File: src/sac_pkg.sv
// Constants shared by the switch array serial control block
package sac_pkg;
  localparam int unsigned CHANNELS = 32;
  localparam int unsigned CLK_HZ = 10_000_000;
  localparam int unsigned WAKEUP_NS = 1000;
  localparam int unsigned WAKEUP_CYCLES = (WAKEUP_NS * (CLK_HZ / 1_000_000) + 999) / 1000;
  localparam int unsigned SERIAL_MAX_HZ = 66_000_000;
  localparam logic [31:0] SHIFT_RESET = 32'h0000_0000;
  localparam logic [31:0] LATCH_RESET = 32'h0000_0000;
  localparam logic [31:0] EVEN_MASK = 32'h5555_5555;
  localparam logic [31:0] ODD_MASK = 32'hAAAA_AAAA;
  typedef enum logic [1:0] {
    SAC_STANDBY,
    SAC_WAKING,
    SAC_ACTIVE
  } sac_state_t;
endpackage

File: src/sac_switch_array_serial_control.sv
// Serial shift register, latches, bank mode and standby for a 32 channel switch array
`timescale 1ns/100ps
`default_nettype none
module sac_switch_array_serial_control #(
  parameter int unsigned WAKEUP_COUNT = sac_pkg::WAKEUP_CYCLES
) (
  input wire logic clk,
  input wire logic rst_n,
  input wire logic standby_n,
  input wire logic modeIndividual,
  input wire logic serial_in_or_bank_select,
  input wire logic load_strobe_or_bank_enable,
  input wire logic latch_clear,
  input wire logic serialClk,
  output logic [31:0] switchOn,
  output logic serialOut,
  output logic serialOutEn,
  output logic awake
);
  // Wake counter is 16 bits wide and the switch bus must match the channel count
  if (WAKEUP_COUNT < 1 || WAKEUP_COUNT > 65535 || $bits(switchOn) != sac_pkg::CHANNELS) begin : g_bad_params
    $error("WAKEUP_COUNT out of range or switch width wrong");
  end

  // Two-stage synchronisers; the first stage is read only by the second
  logic [5:0] syncA;
  logic [5:0] syncB;
  logic [5:0] next_syncA;
  logic [5:0] next_syncB;
  logic sStby;
  logic sMode;
  logic sData;
  logic sLoad;
  logic sClr;
  logic sSclk;
  assign {sStby, sMode, sData, sLoad, sClr, sSclk} = syncB;

  always_comb begin
    next_syncA = {standby_n, modeIndividual, serial_in_or_bank_select,
                  load_strobe_or_bank_enable, latch_clear, serialClk};
    next_syncB = syncA;
    if (!rst_n) begin
      next_syncA = 6'h00;
      next_syncB = 6'h00;
    end
  end

  always_ff @(posedge clk) begin
    syncA <= next_syncA;
    syncB <= next_syncB;
  end

  // Standby and wake-up sequencing
  sac_pkg::sac_state_t state;
  sac_pkg::sac_state_t next_state;
  logic [15:0] wakeCnt;
  logic [15:0] next_wakeCnt;

  always_comb begin
    next_state = state;
    next_wakeCnt = wakeCnt;
    case (state)
      sac_pkg::SAC_STANDBY: begin
        if (sStby) begin
          next_state = sac_pkg::SAC_WAKING;
          next_wakeCnt = 16'h0001;
        end
      end
      sac_pkg::SAC_WAKING: begin
        if (!sStby) begin
          next_state = sac_pkg::SAC_STANDBY;
        end else if (wakeCnt >= WAKEUP_COUNT[15:0]) begin
          next_state = sac_pkg::SAC_ACTIVE;
        end else begin
          next_wakeCnt = wakeCnt + 16'h0001;
        end
      end
      sac_pkg::SAC_ACTIVE: begin
        if (!sStby) begin
          next_state = sac_pkg::SAC_STANDBY;
        end
      end
      default: next_state = sac_pkg::SAC_STANDBY;
    endcase
    if (!rst_n) begin
      next_state = sac_pkg::SAC_STANDBY;
      next_wakeCnt = 16'h0000;
    end
  end

  always_ff @(posedge clk) begin
    state <= next_state;
    wakeCnt <= next_wakeCnt;
  end

  wire logic run = (state == sac_pkg::SAC_ACTIVE);

  // Shift register, latches and outputs
  // Serial clock is oversampled, so 66 MHz needs a faster core clock than the default
  logic [31:0] shiftReg;
  logic [31:0] latchReg;
  logic prevSclk;
  logic prevMode;
  logic prevLoad;
  logic [31:0] next_shiftReg;
  logic [31:0] next_latchReg;
  logic [31:0] next_switchOn;
  logic next_serialOut;
  logic next_serialOutEn;
  logic next_prevSclk;
  logic next_prevMode;
  logic next_prevLoad;
  logic next_awake;

  always_comb begin
    next_shiftReg = shiftReg;
    next_latchReg = latchReg;
    next_switchOn = 32'h0000_0000;
    next_serialOut = 1'b0;
    next_serialOutEn = 1'b0;
    next_prevSclk = sSclk;
    next_prevMode = sMode && run;
    next_prevLoad = sLoad;
    next_awake = (next_state == sac_pkg::SAC_ACTIVE);
    if (run && sMode) begin
      if (!prevMode) begin
        next_shiftReg = sac_pkg::SHIFT_RESET;
      end else if (sSclk && !prevSclk) begin
        next_shiftReg = {shiftReg[30:0], sData};
      end
      if (sClr) begin
        next_latchReg = sac_pkg::LATCH_RESET;
      end else if (!sLoad) begin
        next_latchReg = next_shiftReg;
      end
      next_switchOn = next_latchReg;
      next_serialOut = next_shiftReg[31];
      next_serialOutEn = 1'b1;
    end else if (run) begin
      if (sLoad) begin
        next_switchOn = sData ? sac_pkg::EVEN_MASK : sac_pkg::ODD_MASK;
      end
    end
    // Standby and bank mode leave the serial output undriven
    if (!rst_n) begin
      next_shiftReg = sac_pkg::SHIFT_RESET;
      next_latchReg = sac_pkg::LATCH_RESET;
      next_switchOn = 32'h0000_0000;
      next_serialOut = 1'b0;
      next_serialOutEn = 1'b0;
      next_prevSclk = 1'b0;
      next_prevMode = 1'b0;
      next_prevLoad = 1'b0;
      next_awake = 1'b0;
    end
  end

  always_ff @(posedge clk) begin
    shiftReg <= next_shiftReg;
    latchReg <= next_latchReg;
    switchOn <= next_switchOn;
    serialOut <= next_serialOut;
    serialOutEn <= next_serialOutEn;
    prevSclk <= next_prevSclk;
    prevMode <= next_prevMode;
    prevLoad <= next_prevLoad;
    awake <= next_awake;
  end

  // Checks
  a_standby_all_off: assert property (@(posedge clk) disable iff (!rst_n)
    !sStby |=> ##1 (switchOn == 32'h0000_0000)) else $error("switch on in standby");
  a_wake_delay: assert property (@(posedge clk) disable iff (!rst_n)
    (state == sac_pkg::SAC_STANDBY) |=> !awake) else $error("awake too early");
  a_clear_forces: assert property (@(posedge clk) disable iff (!rst_n)
    (run && sMode && prevMode && sClr) |=> (switchOn == 32'h0000_0000)) else $error("clear ignored");
  a_clear_keeps_shift: assert property (@(posedge clk) disable iff (!rst_n)
    (run && sMode && prevMode && sClr && !(sSclk && !prevSclk)) |=> $stable(shiftReg))
    else $error("clear touched shift");
  a_shift_edge: assert property (@(posedge clk) disable iff (!rst_n)
    (run && sMode && prevMode && sSclk && !prevSclk) |=> (shiftReg[0] == $past(sData)))
    else $error("bit not captured");
  a_latch_holds: assert property (@(posedge clk) disable iff (!rst_n)
    (run && sMode && prevMode && sLoad && !sClr) |=> $stable(latchReg)) else $error("latch moved");
  a_mode_rise_zero: assert property (@(posedge clk) disable iff (!rst_n)
    (run && sMode && !prevMode) |=> (shiftReg == 32'h0000_0000)) else $error("shift not zeroed");
  a_bank_even: assert property (@(posedge clk) disable iff (!rst_n)
    (run && !sMode && sLoad && sData) |=> (switchOn == sac_pkg::EVEN_MASK)) else $error("even bank wrong");
  a_bank_disable: assert property (@(posedge clk) disable iff (!rst_n)
    (run && !sMode && !sLoad) |=> (switchOn == 32'h0000_0000 && !serialOutEn)) else $error("bank enable");
  a_serial_out: assert property (@(posedge clk) disable iff (!rst_n)
    serialOutEn |-> (serialOut == shiftReg[31])) else $error("serial out mismatch");
  a_bank_odd: assert property (@(posedge clk) disable iff (!rst_n)
    (run && !sMode && sLoad && !sData) |=> (switchOn == sac_pkg::ODD_MASK)) else $error("odd bank wrong");
  a_bank_hiz: assert property (@(posedge clk) disable iff (!rst_n)
    (run && !sMode) |=> !serialOutEn) else $error("serial out driven in bank mode");
  a_latch_transparent: assert property (@(posedge clk) disable iff (!rst_n)
    (run && sMode && prevMode && !sLoad && !sClr) |=> (switchOn == shiftReg)) else $error("latch not transparent");
  a_wake_count: assert property (@(posedge clk) disable iff (!rst_n)
    $rose(awake) |-> (wakeCnt >= WAKEUP_COUNT[15:0])) else $error("woke before interval");
  c_wake: cover property (@(posedge clk) disable iff (!rst_n) $rose(awake));
  c_clear: cover property (@(posedge clk) disable iff (!rst_n) run && sMode && sClr);
  c_mode_rise: cover property (@(posedge clk) disable iff (!rst_n) run && sMode && !prevMode);
  c_load: cover property (@(posedge clk) disable iff (!rst_n) run && sMode && !sLoad && prevLoad);
  c_bank_odd: cover property (@(posedge clk) disable iff (!rst_n) run && !sMode && sLoad && !sData);
endmodule
`default_nettype wire

File: config.mk
export PLATFORM = sky130hd
export DESIGN_NAME = sac_switch_array_serial_control
export DESIGN_NICKNAME = d
export VERILOG_FILES = /design/src/sac_pkg.sv /design/src/sac_switch_array_serial_control.sv
export SDC_FILE = /design/constraint.sdc
export NUM_CORES = 1
export LEC_CHECK = 0
export CAP_MARGIN = 20
export CORE_AREA = 8 8 127 129
export CTS_CLUSTER_SIZE = 12
export DETAILED_ROUTE_END_ITERATION = 16
export DIE_AREA = 0 0 135 137
export DONT_BUFFER_PORTS = 1
export PLACE_DENSITY = 0.45
export SETUP_SLACK_MARGIN = 0.3
export SLEW_MARGIN = 20
export SYNTH_ARGS = -nofsm -noshare
export SYNTH_HDL_FRONTEND = slang
export SYNTH_SLANG_ARGS = --single-unit
File: constraint.sdc
create_clock -name clk -period 2.91 [get_ports clk]
set_clock_uncertainty 0.2 [all_clocks]
set_input_delay 0.291 -clock clk [delete_from_list [all_inputs] [get_ports clk]]
set_output_delay 0.291 -clock clk [all_outputs]
set_load 0.01 [all_outputs]
==> implementation parameters, run 1 <==
Parameter                              Value

Clock network
  Clock-pin slew on the worst setup and hold paths    0.05 ns
  Number of levels in the clock H-tree    4
  CTS tree    done
  Largest buffer count on any clock path    2
  Num CTS Buffers    17
  Setup repair bufs after CTS    0
  Clock sink total    130
  Source-to-sink clock delay at the later pin of the worst-skew pair    0.42 ns
  Resize count post-CTS    0
  Root Buffer Master    clkbuf_16

Critical path
  Element type at the critical path start    flop
  Classification of the worst setup path    flop to flop
  Required time of the critical path    3.06 ns
  Critical-path maximum fanout    31
  Crit path DAT    2.28 ns
  Setup slack of the worst register-to-register path    0.78 ns
  Critical path origin    state[0]
  Endpoint type of the worst setup path    flop
  Reg2reg start    state[0]

Detailed routing
  Via/cell ratio    4.93
  Number of optimization iterations in the first detailed-route pass    4
  Aggregate routed wire length    10.3 mm
  Post-DR wirelength/cell    14.2 µm
  Initial drt markers    258
  DRC violation count after routing    0
  Detailed-route via count    3563
  Antenna Violating Nets Remaining    0

Yosys
  Syn Nets    544
  Mean instance size in the synthesized netlist    8.99 µm²
  Post-Syn Area    4800 µm²
  Number of synthesis warnings    0
  Sequential fraction of the synthesis area    0.542
  Distinct cell type count after synthesis    39
  Post-synthesis cell count    534
  Number of register bits inferred by synthesis    130

STA
  Fin crit share    0.732
  Transition time at the pin with the least slew margin    0.991 ns
  Setup-failing EPs final    0
  Number of pins with negative max-slew slack in the final report    0
  Relative max-transition margin    0.339
  Highest clock rate    470 MHz
  Hold Slack    0.102 ns
  Setup TNS    0 ns
  Hold Violations, Final    0
  RSZ-0062 raised after global routing    no
  Min cycle time layout    2.13 ns

Final layout
  Final Util    0.394
  Number of antenna repair diodes    0
  Area grow syn2layout    16.5%
  Commonest cells after routing, fill and taps aside    nand2_1, dfxtp_1, a21oi_1
  Proportion of layout cells with a drive suffix above 1    0.0853
  Nets    536

Global route
  Overall overflow remaining after global route    0
  Via count of the first global-routing pass    3375
  Pin count of the biggest net entering global routing    54
  Initial antenna violation count    0
  First-pass GRT wire length    17.4 mm
  Total routing usage reported by global routing    0.119

Power
  Leakage power    1.89 nW
  Total design power    4.19 mW
  PwrDens    749 nW/µm²
  Worst-case vdd ir drop    392 µV

Die
  Area of the die    18500 µm²
  DIE HEIGHT    137 µm
  Die width    135 µm
  I/O Pins    43
  Std cell rows    44
  Standard cell core area    14200 µm²
  Starting Density    0.338

Worst hold path
  Min-Delay Path Class    primary input to flop
  Start point of the worst min-delay path    rst_n

Placed design
  Placed wire-length estimate    6.13 mm
  Final estimated routing congestion in global placement    0.699
  IO Port Bufs    0

Outcome
  Result of the run    finished clean

Run
  Max-cap violations    0
[area by class of cell]
type,instances,area (µm²)
repair buffers,13,128
clock buffers,22,474
inverters,3,11.3
fillers,1436,8610
multi-input cells,361,1970
well taps,184,230
clock inverters,10,179
flip-flops and latches,130,2600
[sequential cells by signal, summed over array words and instances (netlist names), 2 cells and up]
signal and flops:
switchOn 32, syncB 6, latchReg 32, syncA 6
wakeCnt 16, state 2, shiftReg 32
[timing repair]
action,in CTS,in global routing
hold endpoints to repair,17,0
hold buffers,7,0
setup endpoints to repair,0,0
[final timing paths]
| check | to | cells past startpoint |
|---|---|---|
| setup / recovery | shiftReg[9] | 4 |
| hold / removal | wakeCnt[3] | 2 |
| setup reg to reg | shiftReg[9] | 4 |
| hold reg to reg | syncB[3] | 1 |
[worst max-delay path, cell delays in order, from the launching register on]
cell      delay (ns)
dfxtp_1         0.52
nand3b_4        0.24
a21o_1          0.75
a22oi_1         0.21
nor2_1          0.12
[synthesized netlist by cell type]
master	n	area share
buf_4	2	0.0031
or4b_1	1	0.0021
nand3b_4	1	0.0042
nand2_1	130	0.10
nand3_4	1	0.0036
a211oi_1	1	0.0016
inv_1	1	0.00078
and3_1	1	0.0013
a21oi_1	38	0.040
nand3b_1	2	0.0031
o221a_2	2	0.0047
nor3_2	1	0.0021
o211ai_1	1	0.0016
buf_6	8	0.019
ha_1	2	0.0052
o21a_1	3	0.0047
a21o_1	32	0.050
and3b_4	1	0.0026
inv_2	2	0.0016
and2_1	25	0.033
o21ai_0	1	0.0010
a22oi_1	31	0.048
dfxtp_1	130	0.54
nand4_1	2	0.0026
o21ai_2	1	0.0018
nand2b_1	5	0.0065
nand3_1	3	0.0031
and2b_1	1	0.0016
o31ai_1	1	0.0016
nor3_1	1	0.0010
nand4bb_1	1	0.0023
clkbuf_1	21	0.016
nor4_1	3	0.0039
nor2b_1	1	0.0013
and3b_1	1	0.0018
mux2i_1	1	0.0021
nor2_1	34	0.027
buf_2	9	0.0094
a31oi_1	32	0.042
[cell families (layout without fill, tap and decap cells)]
logic type | after synthesis | in the layout | share of synthesized area
muxes | 1 | 1 | 0.00208
buffers and inverters | 43 | 48 | 0.0500
adders and majority gates | 2 | 2 | 0.00521
and+or+nand+nor | 215 | 215 | 0.204
DFF | 130 | 130 | 0.542
AOI/OAI and AO/OA | 143 | 143 | 0.197
[metrics by stage]
stage	setup slack, ns	instance area [µm²]	std cells
floorplan	1.13	4800	534
global placement	0.789	4870	684
detailed placement	0.771	4870	684
CTS	0.753	5590	723
global route	0.522	5590	723
finish	0.780	5590	723
[routing by layer]
| layer | wire [µm] | track usage |
|---|---|---|
| met4 | 201 | 0.0648 |
| met3 | 585 | 0.0455 |
| met2 | 4690 | 0.182 |
| met5 | 0 | 0 |
| met1 | 4820 | 0.142 |
[where the power goes]
group          internal (mW)  total (mW)  switching, mW
Clock                   1.58        2.33          0.746
Sequential              1.79        1.80        0.00660
Combinational         0.0206      0.0638         0.0432
Note: power is estimated with default switching activity, not from simulation.
==> inputs of run 2 (changes only) <==
clock period = 2.2 ns   (was 2.91 ns; I/O delays follow)
==> implementation parameters, run 2 (synthesis gave the netlist of run 1 again) <==
Parameter                              Value

Detailed routing
  Detailed-route via count    3637 (+2.1%)
  Via/cell ratio    4.94 (+0.27%)
  Antenna Violating Nets Remaining    0 (unchanged)
  DRC violation count after routing    0 (unchanged)
  Initial drt markers    334 (+29%)
  Post-DR wirelength/cell    14.4 µm (+1.0%)
  Aggregate routed wire length    10.6 mm (+2.9%)
  Number of optimization iterations in the first detailed-route pass    4 (unchanged)

Power
  Leakage power    1.92 nW (+1.4%)
  Total design power    5.25 mW (+25%)
  Worst-case vdd ir drop    548 µV (+40%)
  PwrDens    929 nW/µm² (+24%)

Final layout
  Post-Layout Cell Count    736 (+1.8%)
  Nets    549 (+2.4%)
  Area grow syn2layout    17.7%
  Commonest non-fill, non-tap cell in the layout    nand2_1
  Proportion of layout cells with a drive suffix above 1    0.118 (+0.0324)
  Commonest cells after routing, fill and taps aside    nand2_1, dfxtp_1, a21oi_1
  Final standard cell area without fillers    5650 µm² (+1.1%)
  Number of antenna repair diodes    0 (unchanged)
  Fill count    1446 (+0.70%)
  Registers with the most flip-flops    latchReg: 32 flops, shiftReg: 32 flops, switchOn: 32 flops

Clock network
  Number of levels in the clock H-tree    4 (unchanged)
  Clock sink total    130 (unchanged)
  Clock-pin slew on the worst setup and hold paths    0.06 ns (about the same)
  Largest buffer count on any clock path    2 (unchanged)
  Source-to-sink clock delay at the later pin of the worst-skew pair    0.42 ns (about the same)
  Root Buffer Master    clkbuf_16
  CTS tree    done
  Num CTS Buffers    17 (unchanged)

Critical path
  Required time of the critical path    2.36 ns (-0.70 ns)
  Endpoint type of the worst setup path    flop
  Worst R2R End    wakeCnt[6]
  Worst R2R Path Depth    7 (+3)
  Element type at the critical path start    flop
  Classification of the worst setup path    flop to flop
  Crit path DAT    2.02 ns (-0.26 ns)
  Critical-path maximum fanout    5 (-84%)
  Reg2reg start    wakeCnt[0]
  Setup slack of the worst register-to-register path    0.34 ns (-0.44 ns)

Worst hold path
  Start point of the worst min-delay path    rst_n
  Min-Delay Path Class    primary input to flop
  Number of cells on the worst hold path    2 (unchanged)
  Hold endpoint    wakeCnt[3]

Global route
  Total routing usage reported by global routing    0.119 (+0.000417)
  Overall overflow remaining after global route    0 (unchanged)
  Pin count of the biggest net entering global routing    77 (+43%)
  First-pass GRT wire length    17.4 mm (-0.44%)
  Via count of the first global-routing pass    3390 (+0.44%)
  Initial antenna violation count    0 (unchanged)

Die
  Std cell rows    44 (unchanged)
  Area of the die    18500 µm² (unchanged)
  DIE HEIGHT    137 µm (unchanged)
  Die width    135 µm (unchanged)
  Starting Density    0.338 (unchanged)
  I/O Pins    43 (unchanged)
  Standard cell core area    14200 µm² (unchanged)

STA
  Setup TNS    0 ns (unchanged)
  RSZ-0062 raised after global routing    no
  Relative max-transition margin    0.709 (+0.370)
  Fin crit share    0.845 (+0.113)
  Hold Slack    0.0262 ns (-0.0762 ns)
  Setup-failing EPs final    0 (unchanged)
  Highest clock rate    538 MHz (+15%)
  Hold Violations, Final    0 (unchanged)
  Transition time at the pin with the least slew margin    0.437 ns (-0.554 ns)
  Min cycle time layout    1.86 ns (-0.271 ns)
  Number of pins with negative max-slew slack in the final report    0 (unchanged)

Placed design
  IO Port Bufs    0 (unchanged)
  Placed wire-length estimate    6.68 mm (+8.9%)
  Number of cells in the design after placement    695 (+1.6%)
  Dpl cell area    4950 µm² (+1.7%)
  Final estimated routing congestion in global placement    0.736 (+5.4%)

Outcome
  Result of the run    finished clean

Run
  Max-cap violations    0 (unchanged)
==> run 2: cell count changes in the layout (fill, tap and decap cells not counted), sizes merged, moves of 2 or more <==
cell	delta
buf	+13
clkinvlp	+4
bufinv	-3
clkbuf	-2
==> run 2: final cells by class <==
type | count | area (µm²) | area share
Sequential cell | 130 | 2600 | 0.461
Multi-Input combinational cell | 361 | 1980 | 0.350
Clock buffer | 20 | 467 | 0.0826
Tap cell | 184 | 230 | 0.0407
Timing Repair Buffer | 26 | 228 | 0.0403
Clock inverter | 12 | 131 | 0.0232
Inverter | 3 | 11.3 | 0.00199
==> run 2: per-stage QoR <==
step,utilization,worst slack (ns)
6_report,0.398,0.342
5_1_grt,0.398,0.261
4_1_cts,0.397,0.301
3_5_place_dp,0.349,0.228
3_3_place_gp,0.349,0.278
2_1_floorplan,-,0.420
==> run 2: timing repair <==
item                                    4_1_cts  5_1_grt
endpoints found under the hold margin        38        0
hold buffers                                  7        0
buffers inserted                              2        0
resized for setup                             1        4
cloned                                        0        0
endpoints found under the setup margin        2       27
==> run 2: where the power goes <==
part	total (mW)	switching [mW]	leakage (nW)	internal (mW)
clock network	2.79	1.03	0.284	1.76
logic	0.0898	0.0598	0.584	0.0300
registers	2.38	0.00781	1.05	2.37
==> run 2: worst max path at each step <==
stage                    start         end  slack [ns]  cells past startpoint
floorplan           wakeCnt[0]  wakeCnt[0]        0.42                      6
global placement    wakeCnt[0]  wakeCnt[0]        0.28                      6
detailed placement  wakeCnt[0]  wakeCnt[0]        0.23                      6
CTS                 wakeCnt[0]  wakeCnt[0]        0.30                      7
global route        wakeCnt[0]  wakeCnt[6]        0.26                      7
finish              wakeCnt[0]  wakeCnt[6]        0.34                      7
==> run 2: critical path, cell delays in order, from the launching register on <==
cell	delay, ns
dfxtp_2	0.36
inv_1	0.05
ha_1	0.20
o31ai_2	0.18
nand4_1	0.18
buf_4	0.20
a211oi_1	0.28
o21a_1	0.15
==> run 2: layer usage <==
metal  routed length (µm)  vias to the layer above  global-route usage
met5                    0                        -                   0
met4                  190                        0              0.0592
met3                  478                       15              0.0415
met2                 4990                       69               0.189
met1                 4940                     1713               0.142
li1                     -                     1840                   -
==> inputs of run 3 (changes only) <==
PLACE_DENSITY = 0.47   (was 0.45)
clock period = 1.7 ns   (was 2.2 ns; I/O delays follow)
==> implementation parameters, run 3 (synthesis gave the netlist of run 1 again) <==
Parameter                              Value

Placed design
  Placed wire-length estimate    6.83 mm (+2.2%)
  IO Port Bufs    0 (unchanged)
  Dpl cell area    5240 µm² (+5.8%)
  Minimum setup slack after placement    -0.0209 ns (-0.249 ns)
  Final estimated routing congestion in global placement    0.723 (-1.8%)

Global route
  First-pass GRT wire length    19.0 mm (+9.5%)
  Overall overflow remaining after global route    0 (unchanged)
  Pin count of the biggest net entering global routing    53 (-31%)
  Via count of the first global-routing pass    3648 (+7.6%)
  Initial antenna violation count    0 (unchanged)
  Total routing usage reported by global routing    0.133 (+0.0131)

Final layout
  Registers with the most flip-flops    latchReg: 32 flops, shiftReg: 32 flops, switchOn: 32 flops
  Multi-input gate area in the final layout    2620 µm² (+32%)
  Proportion of layout cells with a drive suffix above 1    0.355 (+0.237)
  Final standard cell area without fillers    6900 µm² (+22%)
  Nets    589 (+7.3%)
  Combined flip-flop and latch cell area    2620 µm² (+0.62%)
  Commonest cells after routing, fill and taps aside    dfxtp_1, nand2_1, a22oi_2, nor2_1, a21o_1
  Fill count    1320 (-8.7%)
  Number of antenna repair diodes    0 (unchanged)
  Commonest non-fill, non-tap cell in the layout    dfxtp_1
  Area grow syn2layout    43.6%

Critical path
  Most frequent cell on the critical path    buf_6
  Element type at the critical path start    flop
  Critical-path top delay cell    dfxtp_2
  Critical-path maximum fanout    8 (+3)
  Classification of the worst setup path    flop to flop
  Crit path cell chain    and3b_4, buf_6, o21ai_4, buf_6, buf_16, nand2_4, a21oi_2
  Required time of the critical path    1.77 ns (-0.59 ns)
  Critical Path Max Stage Delay    0.33 ns (-0.03 ns)
  Endpoint type of the worst setup path    flop
  Reg2reg start    state[0]
  Crit path DAT    1.73 ns (-0.29 ns)
  Critical path origin    state[0]

Clock network
  Source-to-sink clock delay at the later pin of the worst-skew pair    0.42 ns (about the same)
  Clock sink total    130 (unchanged)
  Largest buffer count on any clock path    2 (unchanged)
  CTS tree    done
  Number of levels in the clock H-tree    4 (unchanged)
  Clock-pin slew on the worst setup and hold paths    0.06 ns (about the same)
  Num CTS Buffers    17 (unchanged)
  Root Buffer Master    clkbuf_16

Power
  PwrDens    998 nW/µm² (+7.4%)
  Leakage power    2.33 nW (+21%)
  Worst-case vdd ir drop    763 µV (+39%)

STA
  Min cycle time layout    1.65 ns (-0.205 ns)
  Number of pins with negative max-slew slack in the final report    0 (unchanged)
  RSZ-0062 raised after global routing    yes
  Setup-failing EPs final    0 (unchanged)
  Setup WS post-layout    0.0466 ns (-0.295 ns)
  Transition time at the pin with the least slew margin    0.814 ns (+0.377 ns)
  Relative max-transition margin    0.458 (-0.251)
  Highest clock rate    605 MHz (+12%)
  Hold Violations, Final    0 (unchanged)
  Fin crit share    0.973 (+0.128)

Worst hold path
  Min-Delay Path Class    primary input to flop
  Start point of the worst min-delay path    rst_n

Detailed routing
  Via/cell ratio    4.98 (+0.84%)
  Detailed-route via count    3867 (+6.3%)
  Post-DR wirelength/cell    16.0 µm (+11%)
  Antenna Violating Nets Remaining    0 (unchanged)
  Initial drt markers    224 (-33%)
  Number of optimization iterations in the first detailed-route pass    4 (unchanged)
  DRC violation count after routing    0 (unchanged)
  Aggregate routed wire length    12.4 mm (+17%)

Die
  Starting Density    0.338 (unchanged)
  Std cell rows    44 (unchanged)
  Area of the die    18500 µm² (unchanged)
  I/O Pins    43 (unchanged)
  Die width    135 µm (unchanged)
  DIE HEIGHT    137 µm (unchanged)
  Standard cell core area    14200 µm² (unchanged)

Outcome
  Result of the run    finished clean

Run
  Max-cap violations    0 (unchanged)
[run 3: stage by stage]
stage                     instances  total power, mW  TNS [ns]  hold WS, ns  utilization
after global routing            776             7.13   -0.0129        0.183        0.485
after detailed placement        705             3.25   -0.0395       0.0958        0.369
after global placement          705             3.24         0       0.0935        0.369
after CTS                       769             6.97         0        0.180        0.453
after floorplan                 534             3.22   -0.0122       0.0973            -
final                           776             6.88         0        0.196        0.485
[run 3: layout make-up]
cell class              instances  share of cell area
inverters                       3             0.00163
well taps                     184              0.0334
clock buffers                  17              0.0617
multi-input cells             361               0.381
flip-flops and latches        130               0.380
repair buffers                 66               0.118
clock inverters                15              0.0252
[run 3: per-layer routing]
metal  global-route usage  part of all wire  up-vias
met5                    0                 0        -
met2                0.210              0.48       58
met3               0.0474             0.039       17
met1                0.159              0.46     1858
li1                     -                 -     1934
met4               0.0586             0.017        0
[run 3: final timing paths]
| check | end | slack [ns] | cells after the start |
|---|---|---|---|
| worst max register to register | latchReg[31] | 0.05 | 7 |
| worst min-delay path | syncA[0] | 0.20 | 2 |
| worst max-delay path | latchReg[31] | 0.05 | 7 |
| worst min register to register | latchReg[30] | 0.26 | 2 |
[run 3: repair_timing]
item	CTS	global route
endpoints found under the setup margin	104	117
pin swaps	29	71
buffers inserted	9	4
gates cloned	6	3
hold endpoints to repair	41	0
hold buffers	17	0
resized for setup	55	94
[run 3: power breakdown]
part | internal, mW | total [mW] | switching (mW)
logic | 0.0624 | 0.153 | 0.0903
clock network | 2.20 | 3.66 | 1.46
registers | 3.06 | 3.07 | 0.0125
total | 5.32 | 6.88 | 1.56
[run 3: worst max-delay path: cells and delay by family, from the launching register on]
kind	cells	cell delay, ns
buf+inv	3	0.43
simple gates	2	0.40
compound gates	2	0.12
flops	1	0.33
